===== config.mk =====
export PLATFORM = sky130hd
export DESIGN_NAME = wsw_ctrl
export DESIGN_NICKNAME = d
export VERILOG_FILES = /design/src/rtl/wsw_pkg.sv /design/src/rtl/wsw_ctrl.sv
export SDC_FILE = /design/constraint.sdc
export NUM_CORES = 1
export LEC_CHECK = 0
export BUFFER_PORTS_ARGS = -buffer_cell sky130_fd_sc_hd__buf_2
export CELL_PAD_IN_SITES_DETAIL_PLACEMENT = 0
export CELL_PAD_IN_SITES_GLOBAL_PLACEMENT = 1
export CORE_MARGIN = 2
export CORE_UTILIZATION = 36
export CTS_CLUSTER_DIAMETER = 100
export DETAILED_ROUTE_END_ITERATION = 6
export PLACE_DENSITY_LB_ADDON = 0.1
export SLEW_MARGIN = 30
export SYNTH_ARGS = -nofsm -noshare
export SYNTH_HDL_FRONTEND = slang
export SYNTH_SLANG_ARGS = --single-unit

===== constraint.sdc =====
create_clock -name mclk -period 2.6 [get_ports mclk]
set_input_delay 0.13 -clock mclk [delete_from_list [all_inputs] [get_ports mclk]]
set_output_delay 0.13 -clock mclk [all_outputs]
set_load 0.01 [all_outputs]

===== src/rtl/wsw_pkg.sv =====
// constants and types for the watchdog, sleep and wake-up controller
`default_nettype none
package wsw_pkg;

	// control register field layout
	localparam int unsigned CTRL_CS_BIT  = 7;
	localparam int unsigned CTRL_PS_MSB  = 5;
	localparam int unsigned CTRL_PS_LSB  = 1;
	localparam int unsigned CTRL_SEN_BIT = 0;

	// prescale: ratio is 1:32 shifted left by the code
	localparam logic [4:0]  PS_RESET   = 5'h0b;
	localparam logic [4:0]  PS_MAX     = 5'h12;
	localparam logic [4:0]  PS_MIN     = 5'h00;
	localparam logic [4:0]  BASE_SHIFT = 5'h05;
	localparam int unsigned CNT_W      = 24;

	// watchdog mode configuration codes
	localparam logic [1:0] MODE_ON    = 2'h3;
	localparam logic [1:0] MODE_AWAKE = 2'h2;
	localparam logic [1:0] MODE_SOFT  = 2'h1;
	localparam logic [1:0] MODE_OFF   = 2'h0;

	typedef enum logic [1:0] {
		ST_AWAKE,
		ST_ASLEEP,
		ST_RESUME
	} wsw_state_t;

	// whole state of the controller
	typedef struct packed {
		wsw_state_t        state;
		logic [1:0]        lf_s;
		logic              lf_d;
		logic [1:0]        mf_s;
		logic              mf_d;
		logic [2:0]        rs_s1;
		logic [2:0]        rs_s2;
		logic              cs;
		logic [4:0]        ps;
		logic              soft_watchdog_enable;
		logic [CNT_W-1:0]  count;
		logic              pd_n;
		logic              to_n;
		logic              watchdog_reset_flag_n_n;
		logic              wake_irq;
		logic              wake_pulse;
		logic              vec_pulse;
		logic              abort_pulse;
		logic              prefetch_pulse;
		logic              wdt_rst_pulse;
		logic              sys_rst_req;
	} wsw_regs_t;

	localparam wsw_regs_t REGS_RST = '{
		state:  ST_AWAKE,
		ps:     PS_RESET,
		pd_n:   1'b1,
		to_n:   1'b1,
		watchdog_reset_flag_n_n: 1'b1,
		default: '0
	};

endpackage

`default_nettype wire


===== src/rtl/wsw_ctrl.sv =====
// watchdog timer with sleep entry and wake-up control
`timescale 1ns/1ps
`default_nettype none

// Summary of operation
// RL1: sleep entry clears watchdog, clears power-down bit, sets time-out bit
// RL2: processor and system clocks stop while asleep
// RL3: oscillators stay on in sleep when requested or forced on
// RL4: sleep aborts conversion, converter off unless on own oscillator
// RL5: idle ports hold their prior state during sleep
// RL6: reset pins reset the device; watchdog or interrupt resumes execution
// RL7: sleep instruction prefetches the next instruction
// RL8: only enabled interrupts wake, regardless of global interrupt enable
// RL9: after interrupt wake run next instruction, then vector if enabled
// RL10: pending enabled interrupt makes sleep a no-operation, nothing changes
// RL11: interrupt during sleep entry completes sleep then wakes at once
// RL12: watchdog is cleared on every wake-up
// RL13: firmware must clear watchdog in time or a reset results
// RL14: clock-select bit picks medium or low frequency oscillator
// RL15: mode 11 keeps watchdog active awake and asleep
// RL16: mode 10 keeps watchdog active only while awake
// RL17: mode 01 lets the software enable bit decide
// RL18: mode 00 disables the watchdog entirely
// RL19: prescale sets time-out, defaulting to two seconds after reset
// RL20: watchdog cleared on reset, clear instr, sleep, wake, control write
// RL21: time-out in sleep wakes without reset, clears three status bits
// RL22: ratio is 1:32 times two to the code; reserved codes give 1:32
// RL23: control holds clock select bit 7, prescale 5:1, enable bit 0
// RL24: prescaler and time-out share one counter on oscillator ticks
module wsw_ctrl #(
	parameter int unsigned N_IRQ  = 8,
	parameter int unsigned N_PORT = 4
) (
	// clock and reset
	input  wire logic              mclk,
	input  wire logic              reset,
	// configuration
	input  wire logic [1:0]        watchdog_mode_config,
	// control register strobe
	input  wire logic              ctrl_wr,
	input  wire logic [7:0]        ctrl_wdata,
	output logic      [7:0]        ctrl_rdata,
	// processor core
	input  wire logic              sleep_instr,
	input  wire logic              clear_watchdog_instr,
	input  wire logic              instr_retire,
	input  wire logic              global_interrupt_enable,
	output logic                   cpu_clk_en,
	output logic                   sys_clk_en,
	output logic                   prefetch_next,
	output logic                   wake_pulse,
	output logic                   irq_vector_req,
	// interrupt sources
	input  wire logic [N_IRQ-1:0]  irq_flags,
	input  wire logic [N_IRQ-1:0]  irq_enables,
	// reset sources, asynchronous pins
	input  wire logic              master_clear_pin,
	input  wire logic              brownout_reset,
	input  wire logic              power_on_reset,
	output logic                   system_reset_req,
	output logic                   watchdog_reset_req,
	// status bits, active low
	output logic                   power_down_status_n,
	output logic                   time_out_status_n,
	output logic                   watchdog_reset_flag_n,
	// oscillators
	input  wire logic              low_freq_osc,
	input  wire logic              medium_freq_osc,
	input  wire logic              periph_lf_req,
	input  wire logic              periph_hf_req,
	input  wire logic              low_osc_force_on,
	input  wire logic              medium_osc_force_on,
	input  wire logic              high_osc_force_on,
	output logic                   lf_osc_en,
	output logic                   mf_osc_en,
	output logic                   hf_osc_en,
	// converter
	input  wire logic              converter_own_osc,
	input  wire logic              converter_on_bit,
	input  wire logic              conv_busy,
	output logic                   conv_run_en,
	output logic                   conv_abort,
	// i/o ports
	input  wire logic [N_PORT-1:0] port_periph_active,
	output logic      [N_PORT-1:0] port_hold
);

	localparam int unsigned CW = wsw_pkg::CNT_W;

	wsw_pkg::wsw_regs_t q;
	wsw_pkg::wsw_regs_t nxt_q;

	logic          awake;
	logic          asleep;
	logic          pending;
	logic          wdt_active;
	logic          tick;
	logic [4:0]    ps_eff;
	logic [CW-1:0] limit;
	logic          timeout;

	// status decode shared by the update logic and the outputs
	assign awake   = (q.state != wsw_pkg::ST_ASLEEP);
	assign asleep  = (q.state == wsw_pkg::ST_ASLEEP);
	assign pending = |(irq_flags & irq_enables); // [RL8]

	// mode decode; all four codes are decoded, mode 00 gives disabled
	always_comb begin
		unique case (watchdog_mode_config)
			wsw_pkg::MODE_ON:    wdt_active = 1'b1;          // [RL15]
			wsw_pkg::MODE_AWAKE: wdt_active = awake;         // [RL16]
			wsw_pkg::MODE_SOFT:  wdt_active = q.soft_watchdog_enable;         // [RL17]
			wsw_pkg::MODE_OFF:   wdt_active = 1'b0;          // [RL18]
		endcase
	end

	// one oscillator edge per tick; second flop feeds the edge detector
	assign tick = q.cs ? (q.mf_s[1] & ~q.mf_d)
		: (q.lf_s[1] & ~q.lf_d); // [RL14] [RL24]

	// reserved prescale codes fall back to the shortest interval
	assign ps_eff = (q.ps > wsw_pkg::PS_MAX) ? wsw_pkg::PS_MIN : q.ps; // [RL22]
	assign limit  = (CW'(1) << (ps_eff + wsw_pkg::BASE_SHIFT))
		- CW'(1); // [RL22]
	assign timeout = wdt_active & tick & (q.count == limit); // [RL19]

	// next-state logic for the whole controller
	always_comb begin
		nxt_q = q;
		nxt_q.wake_pulse     = 1'b0;
		nxt_q.vec_pulse      = 1'b0;
		nxt_q.abort_pulse    = 1'b0;
		nxt_q.prefetch_pulse = 1'b0;
		nxt_q.wdt_rst_pulse  = 1'b0;
		// pin and oscillator synchronisers
		nxt_q.lf_s  = {q.lf_s[0], low_freq_osc};
		nxt_q.lf_d  = q.lf_s[1];
		nxt_q.mf_s  = {q.mf_s[0], medium_freq_osc};
		nxt_q.mf_d  = q.mf_s[1];
		nxt_q.rs_s1 = {master_clear_pin, brownout_reset, power_on_reset};
		nxt_q.rs_s2 = q.rs_s1;
		nxt_q.sys_rst_req = |q.rs_s2; // [RL6]

		// count on ticks only; clears below take priority
		if (!wdt_active) begin
			nxt_q.count = '0;
		end else if (tick) begin
			nxt_q.count = timeout ? '0 : q.count + CW'(1); // [RL24]
		end

		// control write reloads fields and restarts the count
		if (ctrl_wr) begin
			nxt_q.cs    = ctrl_wdata[wsw_pkg::CTRL_CS_BIT]; // [RL23]
			nxt_q.ps    = ctrl_wdata[wsw_pkg::CTRL_PS_MSB:
				wsw_pkg::CTRL_PS_LSB]; // [RL23]
			nxt_q.soft_watchdog_enable   = ctrl_wdata[wsw_pkg::CTRL_SEN_BIT]; // [RL23]
			nxt_q.count = '0; // [RL20]
		end
		if (clear_watchdog_instr && awake) begin
			nxt_q.count = '0; // [RL20] [RL13]
		end

		unique case (q.state)
			wsw_pkg::ST_AWAKE: begin
				if (timeout) begin
					// firmware missed its clear: reset event
					nxt_q.wdt_rst_pulse = 1'b1; // [RL13]
					nxt_q.watchdog_reset_flag_n_n        = 1'b0;
					nxt_q.to_n          = 1'b0;
				end else if (sleep_instr) begin
					nxt_q.prefetch_pulse = 1'b1; // [RL7]
					if (!pending) begin
						nxt_q.state = wsw_pkg::ST_ASLEEP;
						nxt_q.count = '0;   // [RL1] [RL20]
						nxt_q.pd_n  = 1'b0; // [RL1]
						nxt_q.to_n  = 1'b1; // [RL1]
						nxt_q.abort_pulse = conv_busy
							& ~converter_own_osc; // [RL4]
					end
					// pending interrupt: sleep acts as a no-op [RL10]
				end
			end
			wsw_pkg::ST_ASLEEP: begin
				// interrupt wins over a same-cycle time-out
				if (pending) begin
					nxt_q.state      = wsw_pkg::ST_RESUME; // [RL11]
					nxt_q.wake_irq   = 1'b1;
					nxt_q.wake_pulse = 1'b1; // [RL6]
					nxt_q.count      = '0;   // [RL12]
				end else if (timeout) begin
					nxt_q.state      = wsw_pkg::ST_RESUME; // [RL21]
					nxt_q.wake_irq   = 1'b0;
					nxt_q.wake_pulse = 1'b1;
					nxt_q.count      = '0;   // [RL12]
					nxt_q.to_n       = 1'b0; // [RL21]
					nxt_q.pd_n       = 1'b0; // [RL21]
					nxt_q.watchdog_reset_flag_n_n     = 1'b0; // [RL21]
				end
			end
			wsw_pkg::ST_RESUME: begin
				// the instruction after sleep runs before any vectoring
				if (instr_retire) begin
					nxt_q.state     = wsw_pkg::ST_AWAKE;
					nxt_q.vec_pulse = q.wake_irq
						& global_interrupt_enable; // [RL9]
					nxt_q.wake_irq  = 1'b0;
				end
			end
			default: nxt_q.state = wsw_pkg::ST_AWAKE;
		endcase
	end

	// single register bank; the reset input restores defaults and clears count
	always_ff @(posedge mclk or posedge reset) begin
		if (reset) begin
			q <= wsw_pkg::REGS_RST; // [RL19] [RL20]
		end else begin
			q <= nxt_q;
		end
	end

	// register read-back and status
	assign ctrl_rdata = {q.cs, 1'b0, q.ps, q.soft_watchdog_enable}; // [RL23]
	assign power_down_status_n   = q.pd_n;
	assign time_out_status_n     = q.to_n;
	assign watchdog_reset_flag_n = q.watchdog_reset_flag_n_n;
	assign system_reset_req      = q.sys_rst_req;
	assign watchdog_reset_req    = q.wdt_rst_pulse;
	assign prefetch_next         = q.prefetch_pulse;
	assign wake_pulse            = q.wake_pulse;
	assign irq_vector_req        = q.vec_pulse;
	assign conv_abort            = q.abort_pulse;

	// clock gating: stopping the core clock is what saves the power
	assign cpu_clk_en = awake; // [RL2]
	assign sys_clk_en = awake; // [RL2]

	// oscillators also kept alive when the watchdog counts on them in sleep
	assign lf_osc_en = awake | periph_lf_req | low_osc_force_on
		| (wdt_active & ~q.cs); // [RL3]
	assign mf_osc_en = awake | medium_osc_force_on
		| (wdt_active & q.cs); // [RL3]
	assign hf_osc_en = awake | periph_hf_req | high_osc_force_on; // [RL3]

	// converter powers down in sleep unless on its own oscillator; its on-bit is left untouched
	assign conv_run_en = converter_on_bit
		& (awake | converter_own_osc); // [RL4]

	// per-port hold while asleep
	genvar gi;
	generate
		for (gi = 0; gi < N_PORT; gi++) begin : g_port
			assign port_hold[gi] = asleep & ~port_periph_active[gi]; // [RL5]
		end
	endgenerate

	// checks
	sleep_entry_a: assert property (@(posedge mclk) disable iff (reset) // [RL1]
		(q.state == wsw_pkg::ST_AWAKE && sleep_instr && !pending
			&& !timeout)
		|=> (asleep && !power_down_status_n && time_out_status_n
			&& q.count == '0))
		else $error("sleep entry did not clear count and set status");

	clock_gate_a: assert property (@(posedge mclk) disable iff (reset) // [RL2]
		asleep |-> (!cpu_clk_en && !sys_clk_en))
		else $error("core clock running while asleep");

	osc_keep_a: assert property (@(posedge mclk) disable iff (reset) // [RL3]
		(low_osc_force_on || periph_lf_req) |-> lf_osc_en)
		else $error("low oscillator stopped while requested");

	conv_abort_a: assert property (@(posedge mclk) disable iff (reset) // [RL4]
		(q.state == wsw_pkg::ST_AWAKE && sleep_instr && !pending
			&& !timeout && conv_busy && !converter_own_osc)
		|=> conv_abort ##1 !conv_abort)
		else $error("conversion not aborted on sleep entry");

	port_hold_a: assert property (@(posedge mclk) disable iff (reset) // [RL5]
		port_hold == ({N_PORT{asleep}} & ~port_periph_active))
		else $error("port hold mismatch");

	nop_sleep_a: assert property (@(posedge mclk) disable iff (reset) // [RL10]
		(q.state == wsw_pkg::ST_AWAKE && sleep_instr && pending
			&& !timeout && !ctrl_wr)
		|=> (awake && $stable(power_down_status_n)
			&& $stable(time_out_status_n) && prefetch_next))
		else $error("sleep with pending interrupt changed state");

	irq_wake_a: assert property (@(posedge mclk) disable iff (reset) // [RL11]
		(asleep && pending)
		|=> (wake_pulse && q.state == wsw_pkg::ST_RESUME
			&& q.count == '0 && cpu_clk_en))
		else $error("enabled interrupt did not wake at once");

	vector_a: assert property (@(posedge mclk) disable iff (reset) // [RL9]
		(q.state == wsw_pkg::ST_RESUME && instr_retire && q.wake_irq)
		|=> (irq_vector_req == $past(global_interrupt_enable)))
		else $error("vectoring after wake disagrees with enable");

	wdt_reset_a: assert property (@(posedge mclk) disable iff (reset) // [RL13]
		(q.state == wsw_pkg::ST_AWAKE && timeout)
		|=> (watchdog_reset_req && !watchdog_reset_flag_n)
			##1 !watchdog_reset_req)
		else $error("awake time-out did not raise one reset pulse");

	sleep_tmo_a: assert property (@(posedge mclk) disable iff (reset) // [RL21]
		(asleep && timeout && !pending)
		|=> (!watchdog_reset_req && wake_pulse && !time_out_status_n
			&& !power_down_status_n && !watchdog_reset_flag_n))
		else $error("sleep time-out handled wrongly");

	mode_off_a: assert property (@(posedge mclk) disable iff (reset) // [RL18]
		(watchdog_mode_config == wsw_pkg::MODE_OFF) ##1
			(watchdog_mode_config == wsw_pkg::MODE_OFF)
		|-> q.count == '0)
		else $error("watchdog counting while disabled");

	ctrl_write_a: assert property (@(posedge mclk) disable iff (reset) // [RL20]
		ctrl_wr |=> (q.count == '0 && ctrl_rdata ==
			{$past(ctrl_wdata[7]), 1'b0, $past(ctrl_wdata[5:0])}))
		else $error("control write did not load and clear");

	next_fetch_a: assert property (@(posedge mclk) disable iff (reset) // [RL7]
		(q.state == wsw_pkg::ST_AWAKE && sleep_instr && !timeout)
		|=> prefetch_next)
		else $error("sleep instruction did not prefetch");

	pin_reset_a: assert property (@(posedge mclk) disable iff (reset) // [RL6]
		(master_clear_pin || brownout_reset || power_on_reset)
		|-> ##3 system_reset_req)
		else $error("reset pin did not raise a system reset");

	wake_clear_a: assert property (@(posedge mclk) disable iff (reset) // [RL12]
		wake_pulse |-> (q.count == '0 && awake))
		else $error("watchdog not cleared on wake-up");

	sleep_cov: cover property (@(posedge mclk) disable iff (reset)
		asleep ##1 wake_pulse);
	tmo_wake_cov: cover property (@(posedge mclk) disable iff (reset)
		asleep && timeout);
	vector_cov: cover property (@(posedge mclk) disable iff (reset)
		irq_vector_req);
	nop_cov: cover property (@(posedge mclk) disable iff (reset)
		awake && sleep_instr && pending);

endmodule

`default_nettype wire


## Word level (Yosys, flattened, before mapping)

Cells that the tools add are included.

| word-level totals | value |
|---|---|
| logic and storage cells | 120 |
| output and inout port bits | 27 |
| input bits | 50 |
| bits in registers | 55 |

| operators by class | value |
|---|---|
| shift-type cells | 1 |
| reduce and logical (&&, ||, !) cells | 12 |
| add/subtract/negate cells | 3 |
| bitwise operators | 30 |
| muxes and demuxes | 35 |
| eq/ne operators | 17 |
| $lt $le $gt $ge | 1 |

Operator list:

| cell | number |
|---|---|
| 24-bit 2-to-1 mux | 6 |
| 27-bit case mux with 2 select lines | 1 |
| 26-bit 2-to-1 mux | 2 |
| 29-bit 2-to-1 mux | 1 |
| 25-bit 2-to-1 mux | 1 |
| 24-bit by 1-bit adder with 24-bit output, second input constant | 1 |
| 24-bit equality test | 1 |
| 1-bit by 5-bit << shifter with 24-bit output, first input constant | 1 |
| 24-bit by 2-bit subtractor with 24-bit output, second input constant | 1 |
| 2-bit 2-to-1 mux | 9 |
| 1-bit bitwise AND | 13 |
| 2-bit inequality test, second input constant | 6 |
| 5-bit AND reduction | 2 |
| 1-bit 2-to-1 mux | 9 |
| 8-bit bitwise AND | 1 |
| 1-bit NOT | 8 |
| 1-bit OR | 8 |
| 8-bit OR reduction | 1 |
| 2-bit equality test, second input constant | 3 |
| 3-bit 2-to-1 mux | 2 |
| 3-bit inequality test, second input constant | 2 |
| 2-bit case mux with 3 select lines | 1 |
| 6-bit AND reduction | 1 |
| 5-bit by 3-bit adder with 5-bit output, second input constant | 1 |
| other kinds (13) | 17 |

## Depth between registers and ports, before layout

Gate-level depths: netlist of the first run.

| depth | value |
|---|---|
| word-level depth | 16 |
| depth in mapped cells | 12 |

## Worst setup path after synthesis of the first run

Ideal clock, no wire load.

| timing | value |
|---|---|
| kind | flip-flop to flip-flop |
| start point | register q, in the netlist ctrl_rdata[2] |
| end point | register q[11] (netlist bit) |
| library setup time | 121 ps |
| path slack | 134 ps |
| stages on the path, launching flop included | 11 |
| arrival time | 2345 ps |
| buffers on the path | 2 |
| cell sequence | dfstp_2 clkbuf_1 xor2_1 nand3_1 xor2_1 nand4_1 nor4_2 nand4b_4 nand2_1 buf_2 nor2_1 |

RTL lines:

| element | line | source |
|---|---|---|
| start, declared | wsw_ctrl.sv:90 | `wsw_pkg::wsw_regs_t q;` |
| start signal, assigned | wsw_ctrl.sv:216 | `q <= wsw_pkg::REGS_RST;` |
| start signal, assigned | wsw_ctrl.sv:218 | `q <= nxt_q;` |

## Final worst setup path of the first run

| timing | value |
|---|---|
| start point | register q, in the netlist ctrl_rdata[1] |
| end point | register q, in the netlist time_out_status_n |

| between the ends | value |
|---|---|
| cells in the longest elaborated chain, start to end | 9 |
| elaborated cells between the ends (all ways) | 13 |
| classes of those cells | 2 x add/sub; 1 x order compare; 4 x eq/ne; 1 x shift; 3 x mux; 1 x bitwise; 1 x reduce/logical |

RTL lines:

| element | line | source |
|---|---|---|
| 5-bit > comparator | wsw_ctrl.sv:122 | `assign ps_eff = (q.ps > wsw_pkg::PS_MAX) ? wsw_pkg::PS_MIN : q.ps;` |
| 5-bit 2-to-1 mux * | wsw_ctrl.sv:122 |  |
| 5-bit by 3-bit adder with 5-bit output * | wsw_ctrl.sv:123 | `assign limit = (CW'(1) << (ps_eff + wsw_pkg::BASE_SHIFT))` |
| 1-bit by 5-bit << shifter with 24-bit output * | wsw_ctrl.sv:123 |  |
| 24-bit by 2-bit subtractor with 24-bit output * | wsw_ctrl.sv:124 | `- CW'(1);` |
| 24-bit equality test * | wsw_ctrl.sv:125 | `assign timeout = wdt_active & tick & (q.count == limit);` |
| 1-bit bitwise AND * | wsw_ctrl.sv:125 |  |
| 3-bit inequality test (no source line), or another cell as far along | -- |  |
| 5-bit AND reduction (no source line) / 27-bit case mux with 2 select lines (equally long branches) | -- |  |

Every way passes the cells marked *; elsewhere a longest branch is shown, timed or not.
A chain may end at the register's enable or synchronous reset.

==> flow_metrics.env, run 1 <==
export IMPL_antenna_left=0
export IMPL_cts_max_level=2
export IMPL_cts_root_buf="clkbuf_8"
export IMPL_fin_ws_ns=0.0742
export IMPL_ys_seq_elements=55
export IMPL_largest_register="q"
export IMPL_finalSetupTns_ns=0
export IMPL_critPathKind="flop to flop"
export IMPL_p_leak_nw=1.84
export IMPL_routed_via_density=4.96
export IMPL_track_usage_pct=16.7
export IMPL_finalMaxSlewViolations=0
export IMPL_synth_edf_count=0
export IMPL_async_flop_share_pct=100
export IMPL_slew_headroom_pct=59.0
export IMPL_largest_register_ffs=32
export IMPL_place_ws_ns=0.0357
export IMPL_grt_pass1_wl_um=13100
export IMPL_numClockSinks=55
export IMPL_setup_violations=0
export IMPL_period_needed_ns=2.53
export IMPL_cts_tree="done"
export IMPL_rsz0062_at_grt="yes"
export IMPL_hold_violations=0
export IMPL_clock_fmax_ghz=0.396
export IMPL_critPathRequiredTime_ns=2.84
export IMPL_yosysMostFrequentCell="nor2_1"
export IMPL_hpwl_um=5890
export IMPL_n_antenna_cell=0
export IMPL_firstDrtPassIters=4
export IMPL_fin_crit_sh_pct=97.1
export IMPL_clock_skew_ns=0.00857
export IMPL_syn_cell_area_um2=3190
export IMPL_synth_flop_cell="dfrtp_1"
export IMPL_grt_max_degree=25
export IMPL_io_buffers=74
export IMPL_grt_pass1_vias=2681
export IMPL_die_h_um=98.2
export IMPL_synthTopCellsByArea="dfrtp_1, xor2_1, nor2_1"
export IMPL_clockBufferDepth=2
export IMPL_worstHoldEndpoint="ctrl_rdata[1]"
export IMPL_r2r_end="time_out_status_n"
export IMPL_r2r_start="ctrl_rdata[1]"
export IMPL_whs_path_depth=2
export IMPL_grt_ovfl_total=0
export IMPL_nNetsFinal=491
export IMPL_outcome="completed"
export IMPL_wire_per_inst_um=14.4
export IMPL_tightest_slew_ns=0.607
export IMPL_slowest_stage="dfstp_2"
export IMPL_synthToLayoutAreaGrowth_pct=27.5
export IMPL_worstPathArrival_ns=2.77
export IMPL_synth_top_cell_by_area="dfrtp_1"
export IMPL_yosys_area_top_type_share_pct=38.4
export IMPL_worstSetupEndpointType="flop"
export IMPL_io_pins=77
export IMPL_clk_transition_reported_paths_ns=0.10
export IMPL_startpoint="ctrl_rdata[1]"
export IMPL_synth_area_per_cell_um2=9.39
export IMPL_critical_path_max_stage_delay_ns=0.62
export IMPL_drc_errors=0
export IMPL_yosysSeqAreaShare_pct=43.4
export IMPL_r2r_setup_slack_ns=0.07
export IMPL_synth_common_cells="nor2_1, dfrtp_1, xor2_1"
export IMPL_start_kind="flop"
export IMPL_power_density_nw_per_um2=513
export IMPL_globalplace_congestion=0.846
export IMPL_crit_chain="a211oi_4 -> and3_2 -> or3_1 -> a211oi_1 -> nand4_1 -> and4b_2 -> nor4_1 -> a311o_1"
export IMPL_antenna_found_initial=0
export IMPL_yosysWarnings=0
export IMPL_cts_made_buffers=5
export IMPL_die_width_um=98.2
export IMPL_final_layout_size_suffix_gt1_share_pct=33.6
export IMPL_initial_core_util_pct=36.8
export IMPL_die_area_um2=9640
export IMPL_min_path_type="input port to flop"
export IMPL_max_cap_viol_count=0
export IMPL_num_vias=2703
export IMPL_syn_inst=340
export IMPL_ff2ff_path_depth=8
export IMPL_synth_distinct_cells=57
export IMPL_fp_coreArea_um2=8680
export IMPL_drtIter0Drc=95
export IMPL_fp_row_count=34
export IMPL_crit_fanout=5
export IMPL_wl_um=7840
export IMPL_clock_latency_ns=0.31
export IMPL_vdd_drop_max_mv=0.206
export IMPL_hp_start="ctrl_wdata[1]"
[routing by layer]
layer,routed length [um],GRT usage [%],share of wire (%)
met2,3510,27.2,45
met1,3820,23.2,49
met5,0,0,0
met4,77,3.79,0.98
met3,426,3.15,5.4
[kinds of logic (layout without fill, tap and decap cells)]
kind of cell / after synthesis / after routing / synth area share (%)
xor gates and xnor gates: 42 / 42 / 11.5
adders and majority gates: 5 / 5 / 1.96
AOI/OAI and AO/OA: 48 / 48 / 11.3
and+or+nand+nor: 144 / 144 / 22.9
DFF: 55 / 55 / 43.4
buffers and inverters: 34 / 130 / 5.29
other: 2 / 3 / 0.235
muxes: 10 / 10 / 3.41
[critical path: cells and delay by family (launching register included)]
kind	cells	cell delay, ns
AOI/OAI and AO/OA	3	0.64
and+or+nand+nor	5	1.20
DFF	1	0.62
[repair_timing]
item	4_1_cts	5_1_grt
setup buffers	0	6
endpoints found under the setup margin	0	28
gates resized for setup	0	19
endpoints found under the hold margin	19	0
hold buffers	6	0
[how the worst max path moves through the flow]
stage / slack, ns / to
3_5_place_dp: 0.04 / q[6]
6_report: 0.07 / time_out_status_n
5_1_grt: -0.04 / q[6]
3_3_place_gp: 0.02 / time_out_status_n
2_1_floorplan: 0.13 / q[11]
4_1_cts: 0.03 / time_out_status_n
[cell type report]
type	instances	area, um2
Inverter	10	37.5
Sequential cell	55	1390
Clock buffer	5	68.8
Tap cell	108	135
Clock inverter	3	23.8
Multi-Input combinational cell	252	1730
Timing Repair Buffer	112	691
Fill cell	877	4610
[report_power, final]
group | leakage [nW] | internal [W] | switching (W)
registers | 0.699 | 0.000911 | 0.0000395
logic | 1.10 | 0.000297 | 0.000348
clock network | 0.0408 | 0.000193 | 0.000300
[placed cells by master, fill, tap and decap left out, drive strengths merged, types with 9 or more instances in the layout]
cell type / Yosys / layout
buf: 17 / 106
nor2: 51 / 51
dfrtp: 49 / 49
xor2: 27 / 27
nand2: 23 / 23
xnor2: 15 / 15
nand3: 12 / 12
nor3: 12 / 12
inv: 10 / 11
and3: 9 / 9
[metrics by stage]
stage          util (%)  std cells  hold WS, ns  instance area (um2)  total power, W
2_1_floorplan         -        341        0.161                 3200         0.00134
3_3_place_gp       43.5        525        0.121                 3780         0.00154
3_5_place_dp       43.5        525        0.126                 3780         0.00154
4_1_cts            45.3        539       0.0331                 3930         0.00207
5_1_grt            46.9        545       0.0343                 4070         0.00223
6_report           46.9        545       0.0475                 4070         0.00209
Power figures use the tool's default switching activity.
==> run 2: changes to the inputs <==
--- a/config.mk
+++ b/config.mk
@@ -12,8 +12,8 @@
 export CORE_UTILIZATION = 36
 export CTS_CLUSTER_DIAMETER = 100
 export DETAILED_ROUTE_END_ITERATION = 6
+export MAX_ROUTING_LAYER = met4
 export PLACE_DENSITY_LB_ADDON = 0.1
-export SLEW_MARGIN = 30
 export SYNTH_ARGS = -nofsm -noshare
 export SYNTH_HDL_FRONTEND = slang
 export SYNTH_SLANG_ARGS = --single-unit
==> flow_metrics.env, run 2 (synthesis gave the netlist of run 1 again) <==
export IMPL_rsz0062_at_grt="yes"
export IMPL_fin_crit_sh_pct=96.9
export IMPL_startpoint="ctrl_rdata[1]"
export IMPL_drc_errors=0
export IMPL_cts_tree="done"
export IMPL_largest_register="q"
export IMPL_worstPathArrival_ns=2.77
export IMPL_clock_fmax_ghz=0.397
export IMPL_grt_pass1_wl_um=13100
export IMPL_hpwl_um=5890
export IMPL_crit_fanout=7
export IMPL_critPathKind="flop to flop"
export IMPL_period_needed_ns=2.52
export IMPL_cts_root_buf="clkbuf_8"
export IMPL_min_path_type="input port to flop"
export IMPL_grt_max_degree=25
export IMPL_hold_violations=0
export IMPL_dp_cells=525
export IMPL_worstSetupEndpoint="time_out_status_n"
export IMPL_final_layout_size_suffix_gt1_share_pct=33.6
export IMPL_r2r_end="time_out_status_n"
export IMPL_track_usage_pct=17.2
export IMPL_grt_pass1_vias=2695
export IMPL_place_ws_ns=0.0357
export IMPL_r2r_start="ctrl_rdata[1]"
export IMPL_clock_skew_ns=0.00935
export IMPL_clockBufferDepth=2
export IMPL_fillCellCount=875
export IMPL_vdd_drop_max_mv=0.206
export IMPL_final_util_pct=46.9
export IMPL_wl_um=7840
export IMPL_antenna_found_initial=0
export IMPL_fp_coreArea_um2=8680
export IMPL_die_area_um2=9640
export IMPL_numClockSinks=55
export IMPL_drtIter0Drc=68
export IMPL_nNetsFinal=491
export IMPL_globalplace_congestion=0.859
export IMPL_final_cell_mix="buf_2, nor2_1, dfrtp_1"
export IMPL_worstSetupEndpointType="flop"
export IMPL_tightest_slew_ns=0.601
export IMPL_num_vias=2705
export IMPL_routed_via_density=4.96
export IMPL_initial_core_util_pct=36.8
export IMPL_cts_made_buffers=5
export IMPL_max_cap_viol_count=0
export IMPL_final_cells=545
export IMPL_setup_violations=0
export IMPL_fp_row_count=34
export IMPL_die_width_um=98.2
export IMPL_synthToLayoutAreaGrowth_pct=27.6
export IMPL_fin_ws_ns=0.0808
export IMPL_grt_ovfl_total=0
export IMPL_cts_max_level=2
export IMPL_firstDrtPassIters=4
export IMPL_power_density_nw_per_um2=514
export IMPL_largest_register_ffs=32
export IMPL_outcome="completed"
export IMPL_io_buffers=74
export IMPL_slew_headroom_pct=59.4
export IMPL_clk_transition_reported_paths_ns=0.10
export IMPL_io_pins=77
export IMPL_finalMaxSlewViolations=0
export IMPL_die_h_um=98.2
export IMPL_start_kind="flop"
export IMPL_layout_commonest_cell="buf_2"
export IMPL_clock_latency_ns=0.31
export IMPL_antenna_left=0
export IMPL_n_antenna_cell=0
export IMPL_r2r_setup_slack_ns=0.08
export IMPL_wire_per_inst_um=14.4
export IMPL_critPathRequiredTime_ns=2.85
export IMPL_p_leak_nw=1.84
export IMPL_ff2ff_path_depth=10
run 2: final cells by class:
cell class,instances,area (um2),area share (%)
Multi-Input combinational cell,252,1730,42.5
Sequential cell,55,1390,34.0
Timing Repair Buffer,112,691,17.0
Tap cell,108,135,3.32
Clock buffer,5,68.8,1.69
Inverter,10,37.5,0.922
Clock inverter,3,23.8,0.584
run 2: worst min-delay path by stage:
stage                         startpoint            end  slack (ns)  cells after the start
after floorplan           power_on_reset      nxt_q[41]        0.16                      0
after global placement             reset  ctrl_rdata[7]        0.12                      2
after detailed placement           reset  ctrl_rdata[7]        0.13                      2
after CTS                  ctrl_wdata[1]  ctrl_rdata[1]        0.03                      2
after global routing       ctrl_wdata[1]  ctrl_rdata[1]        0.03                      2
final                      ctrl_wdata[1]  ctrl_rdata[1]        0.05                      2
run 2: metrics by stage:
step                hold WS [ns]  power, W  instance area (um2)  TNS, ns
floorplan                  0.161   0.00134                 3200        0
global placement           0.121   0.00154                 3780        0
detailed placement         0.126   0.00154                 3780        0
CTS                       0.0331   0.00207                 3930        0
global route              0.0343   0.00223                 4070   -0.479
finish                    0.0459   0.00209                 4070        0
run 2: critical path: stages, from the launching register on:
cell	delay, ns
dfstp_2	0.42
buf_4	0.16
or2_1	0.23
a221oi_2	0.30
buf_4	0.17
xnor2_1	0.06
a211oi_1	0.21
nand4_1	0.16
and4b_2	0.37
nor4_1	0.06
a311o_1	0.32
run 2: metal layers:
layer  up-vias  global-route usage, %  routed length [um]  share of wire, %
met5         -                      -                   0                 0
met4         0                   3.79                  70              0.89
met2        75                   27.2                3530                45
met3        10                   3.15                 404               5.2
li1       1356                      -                   -                 -
met1      1264                   23.2                3840                49
run 2: power by group:
group          internal [W]  switching [W]  total (W)
Sequential         0.000911      0.0000394   0.000950
Combinational      0.000297       0.000351   0.000648
Clock              0.000193       0.000301   0.000494
run 2: repair_timing:
item / 4_1_cts / 5_1_grt
gates resized for setup: 0 / 20
setup buffers: 0 / 6
endpoints found under the setup margin: 0 / 28
hold endpoints to repair: 19 / 0
hold buffers: 6 / 0
==> run 3: changes to the inputs <==
--- a/config.mk
+++ b/config.mk
@@ -12,8 +12,8 @@
 export CORE_UTILIZATION = 36
 export CTS_CLUSTER_DIAMETER = 100
 export DETAILED_ROUTE_END_ITERATION = 6
-export MAX_ROUTING_LAYER = met4
 export PLACE_DENSITY_LB_ADDON = 0.1
+export SKIP_LAST_GASP = 1
 export SYNTH_ARGS = -nofsm -noshare
 export SYNTH_HDL_FRONTEND = slang
 export SYNTH_SLANG_ARGS = --single-unit
==> flow_metrics.env, run 3 (synthesis gave the netlist of run 1 again) <==
export IMPL_clock_fmax_ghz=0.396
export IMPL_slowest_stage="dfstp_2"
export IMPL_n_antenna_cell=0
export IMPL_hpwl_um=5890
export IMPL_power_density_nw_per_um2=513
export IMPL_fin_crit_sh_pct=97.2
export IMPL_clock_latency_ns=0.31
export IMPL_globalplace_congestion=0.846
export IMPL_clock_skew_ns=0.00857
export IMPL_final_cell_mix="buf_2, nor2_1, dfrtp_1"
export IMPL_critPathRequiredTime_ns=2.84
export IMPL_cts_root_buf="clkbuf_8"
export IMPL_outcome="completed"
export IMPL_largest_register_ffs=32
export IMPL_finalSetupTns_ns=0
export IMPL_layout_commonest_cell="buf_2"
export IMPL_final_util_pct=46.9
export IMPL_cts_made_buffers=5
export IMPL_wire_per_inst_um=14.4
export IMPL_start_kind="flop"
export IMPL_clk_transition_reported_paths_ns=0.10
export IMPL_period_needed_ns=2.53
export IMPL_firstDrtPassIters=4
export IMPL_drtIter0Drc=103
export IMPL_hold_violations=0
export IMPL_routed_via_density=4.95
export IMPL_synthToLayoutAreaGrowth_pct=27.5
export IMPL_numClockSinks=55
export IMPL_io_buffers=74
export IMPL_cts_tree="done"
export IMPL_grt_pass1_vias=2681
export IMPL_worstPathArrival_ns=2.77
export IMPL_min_path_type="input port to flop"
export IMPL_rsz0062_at_grt="yes"
export IMPL_die_h_um=98.2
export IMPL_nNetsFinal=491
export IMPL_die_area_um2=9640
export IMPL_worstSetupEndpointType="flop"
export IMPL_crit_chain="a211oi_4 -> and3_2 -> or3_1 -> a211oi_1 -> nand4_1 -> and4b_2 -> nor4_1 -> a311o_1"
export IMPL_crit_fanout=5
export IMPL_grt_max_degree=25
export IMPL_vdd_drop_max_mv=0.206
export IMPL_p_leak_nw=1.84
export IMPL_clockBufferDepth=2
export IMPL_critPathKind="flop to flop"
export IMPL_max_cap_viol_count=0
export IMPL_die_width_um=98.2
export IMPL_tightest_slew_ns=0.607
export IMPL_initial_core_util_pct=36.8
export IMPL_dp_cells=525
export IMPL_place_ws_ns=0.0357
export IMPL_critical_path_max_stage_delay_ns=0.62
export IMPL_grt_ovfl_total=0
export IMPL_finalMaxSlewViolations=0
export IMPL_track_usage_pct=16.7
export IMPL_grt_pass1_wl_um=13100
export IMPL_fp_row_count=34
export IMPL_antenna_found_initial=0
export IMPL_slew_headroom_pct=59.0
export IMPL_setup_violations=0
export IMPL_drc_errors=0
export IMPL_fp_coreArea_um2=8680
export IMPL_num_vias=2698
export IMPL_final_cells=545
export IMPL_wl_um=7830
export IMPL_final_layout_size_suffix_gt1_share_pct=33.6
export IMPL_fin_ws_ns=0.0726
export IMPL_cts_max_level=2
export IMPL_antenna_left=0
export IMPL_largest_register="q"
export IMPL_io_pins=77
==> run 3: what timing repair did <==
item | CTS | global route
hold endpoints to repair | 19 | 0
endpoints found under the setup margin | 0 | 28
hold buffers | 6 | 0
gates resized for setup | 0 | 19
setup buffers | 0 | 6
==> run 3: worst paths after layout <==
kind | from | endpoint | slack [ns] | cells past startpoint
setup / recovery | ctrl_rdata[1] | time_out_status_n | 0.07 | 8
hold / removal | ctrl_wdata[1] | ctrl_rdata[1] | 0.05 | 2
setup reg to reg | ctrl_rdata[1] | time_out_status_n | 0.07 | 8
hold reg to reg | nxt_q[43] | q[43] | 0.36 | 0
max in group asynchronous | reset | time_out_status_n | 1.59 | 4
min in group asynchronous | reset | q[33] | 0.33 | 3
==> run 3: where the power goes <==
| part | total (W) | switching [W] | internal [W] |
|---|---|---|---|
| sequential | 0.000950 | 0.0000396 | 0.000911 |
| clock | 0.000492 | 0.000299 | 0.000193 |
| combinational | 0.000647 | 0.000350 | 0.000297 |
| total | 0.00209 | 0.000688 | 0.00140 |
==> run 3: worst max-delay path: cells and delay by family, from the launching register on <==
| family | cells | cell delay, ns |
|---|---|---|
| AOI/OAI and AO/OA | 3 | 0.65 |
| and+or+nand+nor | 5 | 1.20 |
| DFF | 1 | 0.62 |
==> run 3: area by class of cell <==
| class | count | area (um2) |
|---|---|---|
| fillers | 877 | 4610 |
| repair buffers | 112 | 691 |
| clock inverters | 3 | 23.8 |
| multi-input cells | 252 | 1730 |
| clock buffers | 5 | 68.8 |
| flip-flops and latches | 55 | 1390 |
| inverters | 10 | 37.5 |
| well taps | 108 | 135 |
==> run 3: layer usage <==
| layer | vias up | routed length, um | GRT usage (%) |
|---|---|---|---|
| met4 | 0 | 78 | 3.79 |
| met5 | - | 0 | 0 |
| met2 | 81 | 3510 | 27.2 |
| li1 | 1357 | - | - |
| met1 | 1254 | 3820 | 23.2 |
| met3 | 6 | 426 | 3.15 |
==> run 3: metrics by stage <==
step	instance area [um2]	total power, W	hold slack, ns
after detailed placement	3780	0.00154	0.126
after global routing	4070	0.00223	0.0343
final	4070	0.00209	0.0475
after CTS	3930	0.00207	0.0331
after floorplan	3200	0.00134	0.161
after global placement	3780	0.00154	0.121
